--- config.mk ---
export PLATFORM = sky130hd
export DESIGN_NAME = sdsp_pin_ctrl
export DESIGN_NICKNAME = d
export VERILOG_FILES = /design/src/sdsp_pkg.sv /design/src/sdsp_pin_ctrl.sv /design/src/sdsp_dio_port.sv
export SDC_FILE = /design/constraint.sdc
export NUM_CORES = 1
export LEC_CHECK = 0
export ABC_AREA = 1
export BUFFER_PORTS_ARGS = -buffer_cell sky130_fd_sc_hd__buf_2
export CAP_MARGIN = 30
export CORE_ASPECT_RATIO = 1.4
export CORE_MARGIN = 10
export CORE_UTILIZATION = 30
export DETAILED_ROUTE_END_ITERATION = 7
export PLACE_DENSITY_LB_ADDON = 0.08
export SYNTH_ARGS = -nofsm -noshare
export SYNTH_HDL_FRONTEND = slang
export SYNTH_SLANG_ARGS = --single-unit
--- constraint.sdc ---
create_clock -name ref_clk -period 2.6 [get_ports ref_clk]
set_clock_uncertainty 0.05 [all_clocks]
set_input_delay 0.26 -clock ref_clk [delete_from_list [all_inputs] [get_ports ref_clk]]
set_output_delay 0.26 -clock ref_clk [all_outputs]
set_load 0.005 [all_outputs]
--- src/sdsp_pkg.sv ---
// Contract
// - Single-line write drives the chosen line high for value 1, low for 0.
// - Single-line write changes only the chosen line; others keep their state.
// - Whole-port write applies one byte across all output lines of the port at once.
// - Whole-port write updates output lines only; input lines ignore their bits.
// - Disable command tristates every signal pin of the chosen serial port.
// - Disable command also tristates every chip-select output.
// - Enable command gives the chosen serial port pins their master function.
// - Enable command makes every chip select a push-pull output driven high.
// - Direction bit 1 makes the line an output, bit 0 an input.
`default_nettype none
package sdsp_pkg;
   // Port geometry
   localparam int DIO_WIDTH = 8;
   localparam int LINE_W = 3;
   localparam int DIO_PORTS = 2;
   localparam int PORT_W = 2;
   localparam int SPI_PORTS = 2;
   localparam int SPI_W = 1;
   localparam int CS_COUNT = 8;
   localparam int OP_W = 3;
   // Command codes
   localparam logic [OP_W-1:0] OP_WR_LINE = 3'h0;
   localparam logic [OP_W-1:0] OP_WR_PORT = 3'h1;
   localparam logic [OP_W-1:0] OP_CFG_PORT = 3'h2;
   localparam logic [OP_W-1:0] OP_SPI_DIS = 3'h3;
   localparam logic [OP_W-1:0] OP_SPI_EN = 3'h4;
   localparam logic [OP_W-1:0] OP_CS_WR = 3'h5;
   // Limits and reset values
   localparam logic [PORT_W-1:0] PORT_LIMIT = 2'h2;
   localparam logic [DIO_WIDTH-1:0] DIO_ONE = 8'h01;
   localparam logic [DIO_WIDTH-1:0] DIO_ALL = 8'hFF;
   localparam logic [DIO_WIDTH-1:0] DIR_RST = 8'h00;
   localparam logic [DIO_WIDTH-1:0] OUT_RST = 8'h00;
   localparam logic [CS_COUNT-1:0] CS_ALL = 8'hFF;
   localparam logic [CS_COUNT-1:0] CS_NONE = 8'h00;
   localparam logic [SPI_PORTS-1:0] SPI_NONE = 2'h0;
   localparam logic SCLK_IDLE = 1'b0;
   localparam logic MOSI_IDLE = 1'b0;
   localparam logic CS_EN_LEVEL = 1'b1;
   // Command sequencer states, one-hot
   typedef enum logic [1:0] {
      ST_IDLE = 2'b01,
      ST_EXEC = 2'b10
   } sdsp_state_type;
   // One-hot mask of a line within a byte
   function automatic logic [DIO_WIDTH-1:0] line_mask(input logic [LINE_W-1:0] line);
      line_mask = DIO_ONE << line;
   endfunction
endpackage
`default_nettype wire

--- src/sdsp_pin_ctrl.sv ---
`timescale 1ns/1ps
`default_nettype none
module sdsp_pin_ctrl (
   input wire logic ref_clk, // 10 MHz system clock
   input wire logic sys_rst, // Synchronous reset, active high
   input wire logic cmd_valid, // Command offered
   input wire logic [sdsp_pkg::OP_W-1:0] cmd_op, // Command code
   input wire logic [sdsp_pkg::PORT_W-1:0] cmd_port, // Digital port number
   input wire logic [sdsp_pkg::LINE_W-1:0] cmd_line, // Line or chip-select number
   input wire logic [sdsp_pkg::DIO_WIDTH-1:0] cmd_value, // Write value or direction byte
   input wire logic [sdsp_pkg::SPI_W-1:0] cmd_spi_sel, // Serial port chosen for the script
   output logic cmd_ready_ff, // Ready to take a command
   output logic cmd_done_ff, // Command finished, one cycle
   output logic cmd_error_ff, // Command rejected, with done
   output logic [sdsp_pkg::DIO_PORTS*sdsp_pkg::DIO_WIDTH-1:0] dio_out_ff, // Digital port levels
   output logic [sdsp_pkg::DIO_PORTS*sdsp_pkg::DIO_WIDTH-1:0] dio_oe_ff, // Digital port enables
   output logic [sdsp_pkg::SPI_PORTS-1:0] sclk_o_ff, // Serial clock levels
   output logic [sdsp_pkg::SPI_PORTS-1:0] sclk_oe_ff, // Serial clock enables
   output logic [sdsp_pkg::SPI_PORTS-1:0] mosi_o_ff, // Serial data out levels
   output logic [sdsp_pkg::SPI_PORTS-1:0] mosi_oe_ff, // Serial data out enables
   output logic [sdsp_pkg::CS_COUNT-1:0] cs_o_ff, // Chip-select levels
   output logic [sdsp_pkg::CS_COUNT-1:0] cs_oe_ff // Chip-select enables
);
   import sdsp_pkg::*;
   sdsp_state_type state_ff;
   sdsp_state_type nxt_state;
   logic [OP_W-1:0] op_ff;
   logic [OP_W-1:0] nxt_op;
   logic [PORT_W-1:0] port_ff;
   logic [PORT_W-1:0] nxt_port;
   logic [LINE_W-1:0] line_ff;
   logic [LINE_W-1:0] nxt_line;
   logic [DIO_WIDTH-1:0] value_ff;
   logic [DIO_WIDTH-1:0] nxt_value;
   logic [SPI_W-1:0] spi_ff;
   logic [SPI_W-1:0] nxt_spi;
   logic nxt_ready;
   logic nxt_done;
   logic nxt_error;
   logic [SPI_PORTS-1:0] nxt_sclk_o;
   logic [SPI_PORTS-1:0] nxt_sclk_oe;
   logic [SPI_PORTS-1:0] nxt_mosi_o;
   logic [SPI_PORTS-1:0] nxt_mosi_oe;
   logic [CS_COUNT-1:0] nxt_cs_o;
   logic [CS_COUNT-1:0] nxt_cs_oe;
   logic take;
   logic exec;
   logic dio_op;
   logic bad_cmd;
   logic [DIO_PORTS-1:0] port_upd;

   assign take = cmd_valid && cmd_ready_ff;
   assign exec = (state_ff == ST_EXEC);
   assign dio_op = (op_ff == OP_WR_LINE) || (op_ff == OP_WR_PORT) || (op_ff == OP_CFG_PORT);
   // Out-of-range port and unknown codes still complete, so a script never hangs
   assign bad_cmd = (op_ff > OP_CS_WR) || (dio_op && (port_ff >= PORT_LIMIT));

   // Sequencer: one command latched, applied next cycle, then the next one is taken
   always_comb begin
      nxt_state = state_ff;
      nxt_op = op_ff;
      nxt_port = port_ff;
      nxt_line = line_ff;
      nxt_value = value_ff;
      nxt_spi = spi_ff;
      nxt_done = 1'b0;
      nxt_error = 1'b0;
      case (state_ff)
         ST_IDLE: begin
            if (take) begin
               nxt_state = ST_EXEC;
               nxt_op = cmd_op;
               nxt_port = cmd_port;
               nxt_line = cmd_line;
               nxt_value = cmd_value;
               nxt_spi = cmd_spi_sel;
            end
         end
         ST_EXEC: begin
            nxt_state = ST_IDLE;
            nxt_done = 1'b1;
            nxt_error = bad_cmd;
         end
         default: begin
            nxt_state = ST_IDLE;
         end
      endcase
      nxt_ready = (nxt_state == ST_IDLE);
   end

   always_ff @(posedge ref_clk) begin
      if (sys_rst) begin
         state_ff <= ST_IDLE;
         op_ff <= OP_WR_LINE;
         port_ff <= '0;
         line_ff <= '0;
         value_ff <= OUT_RST;
         spi_ff <= '0;
         cmd_ready_ff <= 1'b0;
         cmd_done_ff <= 1'b0;
         cmd_error_ff <= 1'b0;
      end else begin
         state_ff <= nxt_state;
         op_ff <= nxt_op;
         port_ff <= nxt_port;
         line_ff <= nxt_line;
         value_ff <= nxt_value;
         spi_ff <= nxt_spi;
         cmd_ready_ff <= nxt_ready;
         cmd_done_ff <= nxt_done;
         cmd_error_ff <= nxt_error;
      end
   end

   // One byte-wide port per instance; only the addressed port sees the strobe
   for (genvar p = 0; p < DIO_PORTS; p++) begin : g_port
      assign port_upd[p] = exec && dio_op && (port_ff == PORT_W'(p));
      sdsp_dio_port u_port (
         .ref_clk(ref_clk),
         .sys_rst(sys_rst),
         .upd_en(port_upd[p]),
         .upd_op(op_ff),
         .upd_line(line_ff),
         .upd_value(value_ff),
         .dir_ff(dio_oe_ff[p*DIO_WIDTH +: DIO_WIDTH]),
         .out_ff(dio_out_ff[p*DIO_WIDTH +: DIO_WIDTH])
      );
   end

   // Serial pin and chip-select state; no data exchange here, so master pins rest at idle levels
   always_comb begin
      nxt_sclk_o = sclk_o_ff;
      nxt_sclk_oe = sclk_oe_ff;
      nxt_mosi_o = mosi_o_ff;
      nxt_mosi_oe = mosi_oe_ff;
      nxt_cs_o = cs_o_ff;
      nxt_cs_oe = cs_oe_ff;
      if (exec) begin
         case (op_ff)
            OP_SPI_DIS: begin
               nxt_sclk_oe[spi_ff] = 1'b0;
               nxt_mosi_oe[spi_ff] = 1'b0;
               nxt_cs_oe = CS_NONE;
            end
            OP_SPI_EN: begin
               nxt_sclk_o[spi_ff] = SCLK_IDLE;
               nxt_mosi_o[spi_ff] = MOSI_IDLE;
               nxt_sclk_oe[spi_ff] = 1'b1;
               nxt_mosi_oe[spi_ff] = 1'b1;
               nxt_cs_o = {CS_COUNT{CS_EN_LEVEL}};
               nxt_cs_oe = CS_ALL;
            end
            OP_CS_WR: begin
               // Level only; a select still tristated stays so until enable
               nxt_cs_o[line_ff] = value_ff[0];
            end
            default: begin
               nxt_cs_o = cs_o_ff;
            end
         endcase
      end
   end

   // Everything starts tristated, the same as after disabling both serial ports
   always_ff @(posedge ref_clk) begin
      if (sys_rst) begin
         sclk_o_ff <= {SPI_PORTS{SCLK_IDLE}};
         sclk_oe_ff <= SPI_NONE;
         mosi_o_ff <= {SPI_PORTS{MOSI_IDLE}};
         mosi_oe_ff <= SPI_NONE;
         cs_o_ff <= {CS_COUNT{CS_EN_LEVEL}};
         cs_oe_ff <= CS_NONE;
      end else begin
         sclk_o_ff <= nxt_sclk_o;
         sclk_oe_ff <= nxt_sclk_oe;
         mosi_o_ff <= nxt_mosi_o;
         mosi_oe_ff <= nxt_mosi_oe;
         cs_o_ff <= nxt_cs_o;
         cs_oe_ff <= nxt_cs_oe;
      end
   end
endmodule
`default_nettype wire

--- src/sdsp_dio_port.sv ---
`timescale 1ns/1ps
`default_nettype none
module sdsp_dio_port (
   input wire logic ref_clk, // System clock
   input wire logic sys_rst, // Synchronous reset, active high
   input wire logic upd_en, // One-cycle update strobe
   input wire logic [sdsp_pkg::OP_W-1:0] upd_op, // Operation code
   input wire logic [sdsp_pkg::LINE_W-1:0] upd_line, // Line number
   input wire logic [sdsp_pkg::DIO_WIDTH-1:0] upd_value, // Data or direction byte
   output logic [sdsp_pkg::DIO_WIDTH-1:0] dir_ff, // Direction, 1 is output
   output logic [sdsp_pkg::DIO_WIDTH-1:0] out_ff // Output latch
);
   import sdsp_pkg::*;
   logic [DIO_WIDTH-1:0] nxt_dir;
   logic [DIO_WIDTH-1:0] nxt_out;
   logic [DIO_WIDTH-1:0] sel;

   // Next latch and direction; line write stores even on an input line so it shows once turned to output
   always_comb begin
      sel = line_mask(upd_line);
      nxt_dir = dir_ff;
      nxt_out = out_ff;
      if (upd_en) begin
         case (upd_op)
            OP_WR_LINE: begin
               nxt_out = (out_ff & ~sel) | ({DIO_WIDTH{upd_value[0]}} & sel);
            end
            OP_WR_PORT: begin
               nxt_out = (upd_value & dir_ff) | (out_ff & ~dir_ff);
            end
            OP_CFG_PORT: begin
               nxt_dir = upd_value;
            end
            default: begin
               nxt_out = out_ff;
            end
         endcase
      end
   end

   // Registers; all lines start as inputs so nothing fights the wiring
   always_ff @(posedge ref_clk) begin
      if (sys_rst) begin
         dir_ff <= DIR_RST;
         out_ff <= OUT_RST;
      end else begin
         dir_ff <= nxt_dir;
         out_ff <= nxt_out;
      end
   end
endmodule
`default_nettype wire

# Yosys cells after proc, flatten, opt, wreduce, memory -nomap -nowiden

Index checks and enable logic that the tools add are counted.

Flip-flop bits (word level): 78
Input bits: 20
Output and inout port bits: 59
Logic and storage cells: 95

$lt $le $gt $ge: 6
Eq/ne operators: 9
Shift-type cells: 1
Multiplexer cells: 14
Bitwise operators: 22
Reductions and logical operators: 24

Operators with widths:

| kind                  | count |
|---|---|
| $pmux W8 S2           | 4 |
| $and A8 B8 Y8         | 7 |
| $or A8 B8 Y8          | 4 |
| $not A8 Y8            | 3 |
| $reduce_and A2 Y1     | 8 |
| $and A2 B2 Y2         | 4 |
| $bwmux W8             | 1 |
| $pmux W2 S2           | 2 |
| $shl A1 B3 Y8 const A | 1 |
| $logic_and A1 B1 Y1   | 7 |
| $eq A2 B1 Y1 const B  | 3 |
| $eq A3 B2 Y1 const B  | 2 |
| $eq A3 B3 Y1 const B  | 2 |
| $reduce_bool A2 Y1    | 3 |
| $lt A3 B4 Y1 const B  | 1 |
| $mux W2               | 2 |
| $or A2 B2 Y2          | 2 |
| $demux W1 S3          | 1 |
| $eq A3 B1 Y1 const B  | 1 |
| $ge A3 B1 Y1 const B  | 1 |
| $gt A3 B3 Y1 const B  | 1 |
| $logic_not A3 Y1      | 1 |
| $logic_or A1 B1 Y1    | 3 |
| $mux W1               | 3 |
| other kinds (9)       | 9 |

# Depth between registers and ports, before layout

Gate-level depths: netlist of the first run.

Depth in word-level cells: 7
Gate-level depth with buffers: 10
Gate-level depth less buffers: 8

# Hierarchy

A second synthesis of the first run with hierarchy kept.

Cells, all modules: 532
Area total of the unflattened synthesis: 3480.8 um2

By module, submodules not included:

| module        | instances | cells each | area each (um2) | seq. area each (um2) |
|---|---|---|---|---|
| sdsp_dio_port | 2         | 160        | 963.4           | 320.3 |
| sdsp_pin_ctrl | 1         | 212        | 1554.0          | 740.7 |

# Worst setup path after synthesis of the first run

OpenSTA, ideal clock, no wires.

Path kind: register -> register
Start: reg op_ff[2]
End: reg (tool-made name)
Library setup time: 0.113 ns
Arrival: 1.204 ns
Required time: 2.437 ns
Path slack: 1.233 ns
Stages on the path, launching flop included: 11
Buffers on the path: 2
Clock period less this slack: 1.367 ns
Cells stage by stage: dfxtp_1 buf_6 nor2_4 nand2_2 buf_2 nand2_1 nand2_1 nor2_1 nand2_1 nand2_1 nor2_1

RTL lines:

| item                     | line                 | text |
|---|---|---|
| start: declaration       | sdsp_pin_ctrl.sv:27  | `logic [OP_W-1:0] op_ff;` |
| start signal: assignment | sdsp_pin_ctrl.sv:104 | `op_ff <= nxt_op;` |

==> run metrics, run 1 <==
cts hold-fix bufs=0; crit path kind=flop to flop; Mapped Cells=494; Gate power share=8.9%; post-route cell area=3970 sq um; DRT Pass-1 Iters=4; Clock Path Buffers=2; number of global-route vias before repair=3,210; Final Setup Violations=0; DP HPWL=7.92 mm; Hold WC Path Type=input pin to flop; Rows=44; Net Sw Frac=25.8%; commonest non-fill, non-tap cells in the layout=nand2_1 (141), nor2_1 (128), buf_2 (78); layout cells sized above 1=20.0%; first-pass GRT wire length=16.6 mm; die width=107 microns; Peak VDD IR=0.326 mV; Detailed Route Iter0 Violations=144; clock share of power=48.8%; CP Launch Type=flop; Reg area=1380 sq um; r2r setup slk=0.81 ns; core area=10,400 sq um; CTS Buf Count=9; Unique masters post-synth=24; Die H=142 microns; drt via density=4.51; CTS H-tree lvls=3; complex-gate fraction of the synthesized area=6.40%; number of instances in the placed design=688; Mapped Area=3210 sq um; hold path depth=3; port bufs=78; critical path peak fanout=12; detailed-route via count=3,176; XOR/XNOR Fraction of Synth Area=0%; worst min-delay path startpoint=cmd_value[1]; Adder-Cell Fraction of Synth Area=0%; final hold violations=0; post-CTS sizing=0; Synth Area in Simple Gates=40.4%; Post-CTS Setup Bufs=0; Slew Limit Fails=0; hold path endpoint=value_ff[1]; number of top-level pins=79; Pint=2.01 mW; clock transition at the registers of the reported paths=0.06 ns; post-synthesis sequential area ratio=43.1%; area of the die=15,300 sq um; hold slack=0.0660 ns; power per cell area=683 nW/um^2; max_cap viols=0; Final TNS setup=0 ns; largest family of logic cells by synthesized area=simple AND/OR/NAND/NOR gates; drt drc=0; Pwr Total=2.71 mW; routed wire length=10.4 mm; Avg Cell Area, Syn=6.49 sq um; worst skew pair latency=0.34 ns; Post-DRT Antenna Nets=0; commonest non-fill, non-tap cell in the layout=nand2_1; leakage power=1.91 nW; fillcell total=1,118; achievable frequency=558 MHz; synthesis warning total=0; Worst Max-Slew Pin Slew=0.518 ns; GP Congestion=0.836; Slew HR=65.4%; R2R cell count=7; post-synthesis mux area share=0%; Starting Density=30.8%; unrepaired setup endpoints after global routing=no; post-route insts no fill=704; Avg WL per Cell=14.7 microns; antenna diode count=0; grt ovf=0; run status=finished clean; Psw=700 uW; Syn Nets=514; nets@finish=581; crit end category=flop; Post-DP Area=3650 sq um; largest net degree at the start of global routing=33; WP data arrival=1.98 ns; Tmin final=1.79 ns; root buf cell=clkbuf_16; FF+latch count, synth=69; # clock sinks=69; CTS tree=built; worst endpoint required time=2.79 ns; Seq pwr share=42.3%; total track usage=13.9%; worst reg2reg startpoint=op_ff[0]; Syn-to-layout area delta=23.7%; initial antenna violation count=0; multi-input logic area=1500 sq um; period utilization=69.0%
-- worst max path at each step --
stage               slack [ns]     start  endpoint  cells after the start
floorplan                 1.23  op_ff[2]      flop                     10
global placement          0.83  op_ff[0]      flop                      7
detailed placement        0.80  op_ff[0]      flop                      7
CTS                       0.78  op_ff[0]      flop                      7
global route              0.60  op_ff[0]      flop                      7
finish                    0.81  op_ff[0]      flop                      7
-- layer usage --
layer	track usage [%]	share of wire [%]
met3	4.03	6.2
met1	15.7	42
met2	23.6	49
met4	6.28	2.4
met5	0	0
-- worst max-delay path, stage by stage, from the launching register on --
cell	delay, ns
dfxtp_1	0.64
nand2_1	0.14
nor2_1	0.36
nor2_1	0.18
nor2_1	0.15
nand2_1	0.07
nand2_1	0.06
nor2_1	0.04
-- cells by family after synthesis --
kind of cell,count (synthesis)
buffers and inverters,70
flip-flops,69
AO/OA/AOI/OAI,40
AND/OR/NAND/NOR,315
-- area by class of cell --
type | count | area share (%)
Timing Repair Buffer | 85 | 11.2
Multi-Input combinational cell | 355 | 37.8
Sequential cell | 69 | 34.8
Clock buffer | 10 | 5.77
Tap cell | 138 | 4.35
Inverter | 41 | 3.88
Clock inverter | 6 | 2.21
-- through the flow --
stage | setup WS, ns | utilization (%)
global route | 0.597 | 38.1
floorplan | 1.23 | -
detailed placement | 0.797 | 35.1
CTS | 0.782 | 38.1
global placement | 0.826 | 35.1
finish | 0.806 | 38.1
-- power by group through the flow --
| stage | sequential (mW) | combinational (mW) | clock [mW] |
|---|---|---|---|
| 4_1_cts | 1.14 | 0.246 | 1.34 |
| 6_report | 1.15 | 0.241 | 1.32 |
| 3_3_place_gp | 1.17 | 0.244 | 0 |
| 2_1_floorplan | 1.14 | 0.185 | 0 |
| 3_5_place_dp | 1.17 | 0.245 | 0 |
| 5_1_grt | 1.15 | 0.277 | 1.39 |
-- synthesized netlist by cell type (all sizes together) --
master | count | area [sq um]
buf | 22 | 145
nor3 | 1 | 10.0
inv | 40 | 150
nand3 | 30 | 160
nor2 | 132 | 515
nand2 | 142 | 536
dfxtp | 69 | 1380
a21oi | 8 | 40.0
clkinv | 1 | 3.75
o21ai | 30 | 150
o211ai | 1 | 7.51
clkbuf | 7 | 26.3
a21boi | 1 | 7.51
nand4 | 10 | 75.1
(Power assumes the default switching activity.)
==> inputs of run 2 (changes only) <==
==> constraint.sdc (replaced) <==
create_clock -name ref_clk -period 1.5 [get_ports ref_clk]
set_clock_uncertainty 0.05 [all_clocks]
set_input_delay 0.15 -clock ref_clk [delete_from_list [all_inputs] [get_ports ref_clk]]
set_output_delay 0.15 -clock ref_clk [all_outputs]
set_load 0.005 [all_outputs]
==> run 2 against run 1 <==
Combinational power increased by 150%. Non-clock buffer count increased by 44. Wire length increased by 4.2%. Power increased by 78%. Die area unchanged. Worst hold slack got worse by 0.049 ns. Clock power increased by 71%. Register-to-register slack got worse by 0.77 ns. Count of clock-buffer cells in the layout increased by 2. First-iteration DRC count decreased by 10%. Critical path depth increased by 1. Sequential power increased by 71%. Largest cell class unchanged. Highest routed layer unchanged.
==> run metrics, run 2 (synthesis results as in run 1) <==
GP Congestion=0.822 (-1.6%); number of top-level pins=79 (unchanged); period utilization=97.2% (+28 points); CP Launch Type=flop; worst endpoint required time=1.68 ns (-1.11 ns); Post-DRT Antenna Nets=0 (unchanged); number of instances in the placed design=711 (+3.3%); Worst Max-Slew Pin Slew=0.378 ns (-0.141 ns); commonest non-fill, non-tap cell in the layout=nand2_1; r2r setup slk=0.04 ns (-0.77 ns); Starting Density=30.8% (unchanged); number of global-route vias before repair=3,341 (+4.1%); routed wl met3=622 microns (-3.4%); drt drc=0 (unchanged); unrepaired setup endpoints after global routing=yes; commonest non-fill, non-tap cells in the layout=nand2_1 (137), nor2_1 (116), buf_2 (78); met1 WL=4.47 mm (+2.7%); clock transition at the registers of the reported paths=0.06 ns (about the same); Post-DP Area=3850 sq um (+5.4%); largest net degree at the start of global routing=33 (unchanged); Die H=142 microns (unchanged); area of the die=15,300 sq um (unchanged); Reg area=1400 sq um (+1.1%); worst skew pair latency=0.34 ns (about the same); antenna diode count=0 (unchanged); Util after Layout=43.9% (+5.7 points); crit end category=flop; achievable frequency=686 MHz (+23%); port bufs=78 (unchanged); core area=10,400 sq um (unchanged); DP HPWL=8.19 mm (+3.5%); Rows=44 (unchanged); # clock sinks=69 (unchanged); layout cells sized above 1=26.9% (+6.9 points); detailed-route via count=3,377 (+6.3%); drt via density=4.51 (about the same); CTS Buf Count=9 (unchanged); Clock Path Buffers=2 (unchanged); Detailed Route Iter0 Violations=129 (-10%); DR WL met2=5.42 mm (+6.1%); Hold WC Path Type=input pin to flop; CTS H-tree lvls=3 (unchanged); Slew HR=74.8% (+9.4 points); Tmin final=1.46 ns (-0.335 ns); Pwr Total=4.83 mW (+78%); Syn-to-layout area delta=42.4%; CTS tree=built; Avg WL per Cell=14.4 microns (-2.0%); first-pass GRT wire length=17.1 mm (+2.8%); fillcell total=1,099 (-1.7%); total track usage=14.1% (+0.17 points); root buf cell=clkbuf_16; final hold violations=0 (unchanged); initial antenna violation count=0 (unchanged); Slew Limit Fails=0 (unchanged); run status=finished clean; grt ovf=0 (unchanged); WP data arrival=1.64 ns (-0.34 ns); nets@finish=625 (+7.6%); DRT Pass-1 Iters=4 (unchanged); Max Used Layer=met4; post-route insts no fill=748 (+6.3%); max_cap viols=0 (unchanged); power per cell area=1060 nW/um^2 (+55%); die width=107 microns (unchanged); critical path peak fanout=8 (-4); crit path kind=flop to flop; Peak VDD IR=0.536 mV (+65%); Final Setup Violations=0 (unchanged); post-route cell area=4570 sq um (+15%); leakage power=2.16 nW (+13%); routed wire length=10.8 mm (+4.2%); multi-input logic area=1640 sq um (+8.9%)
[run 2: area by class of cell]
cell class / instances / area share (%)
clock buffer: 12 / 5.84
timing repair buffer: 129 / 19.4
multi-input combinational: 355 / 35.8
inverter: 41 / 3.37
tap: 138 / 3.78
clock inverter: 4 / 1.21
sequential: 69 / 30.6
[run 2: layer usage]
metal | vias to the layer above | GRT usage [%]
met1 | 1534 | 15.7
met2 | 76 | 24.7
met3 | 17 | 3.54
met4 | 0 | 5.85
li1 | 1750 | -
met5 | - | 0
[run 2: final timing paths]
kind                     start            to  cells past startpoint
hold reg to reg   sclk_o_ff[1]  sclk_o_ff[1]                      2
hold / removal     cmd_port[0]    port_ff[0]                      3
setup / recovery      op_ff[2]          flop                      8
setup reg to reg      op_ff[2]          flop                      8
[run 2: worst max-delay path, stage by stage (launching register included)]
cell     delay (ns)
dfxtp_4        0.37
nor2_4         0.22
buf_6          0.14
nand4_4        0.09
buf_12         0.18
nor2_2         0.13
nand2_1        0.06
nand2_1        0.05
nor2_1         0.04
[run 2: timing repair]
item,CTS,global route
resized for setup,2,44
hold endpoints to repair,16,0
gates cloned,0,1
pin swaps,0,7
setup endpoints to repair,14,39
hold buffers,16,0
buffers inserted,0,4
[run 2: power by group]
group	switching, mW	total, mW	internal [mW]
Clock	0.831	2.26	1.43
Sequential	0.0795	1.97	1.89
Combinational	0.357	0.593	0.237
Total	1.27	4.83	3.56
[run 2: per-stage QoR]
step                worst slack [ns]  hold slack [ns]  TNS [ns]
floorplan                      0.133            0.203         0
global placement             -0.0565            0.304    -0.258
detailed placement           -0.0446            0.308    -0.137
CTS                          -0.0510          0.00972    -0.137
global route                 -0.0462           0.0329    -0.218
finish                        0.0413           0.0167         0
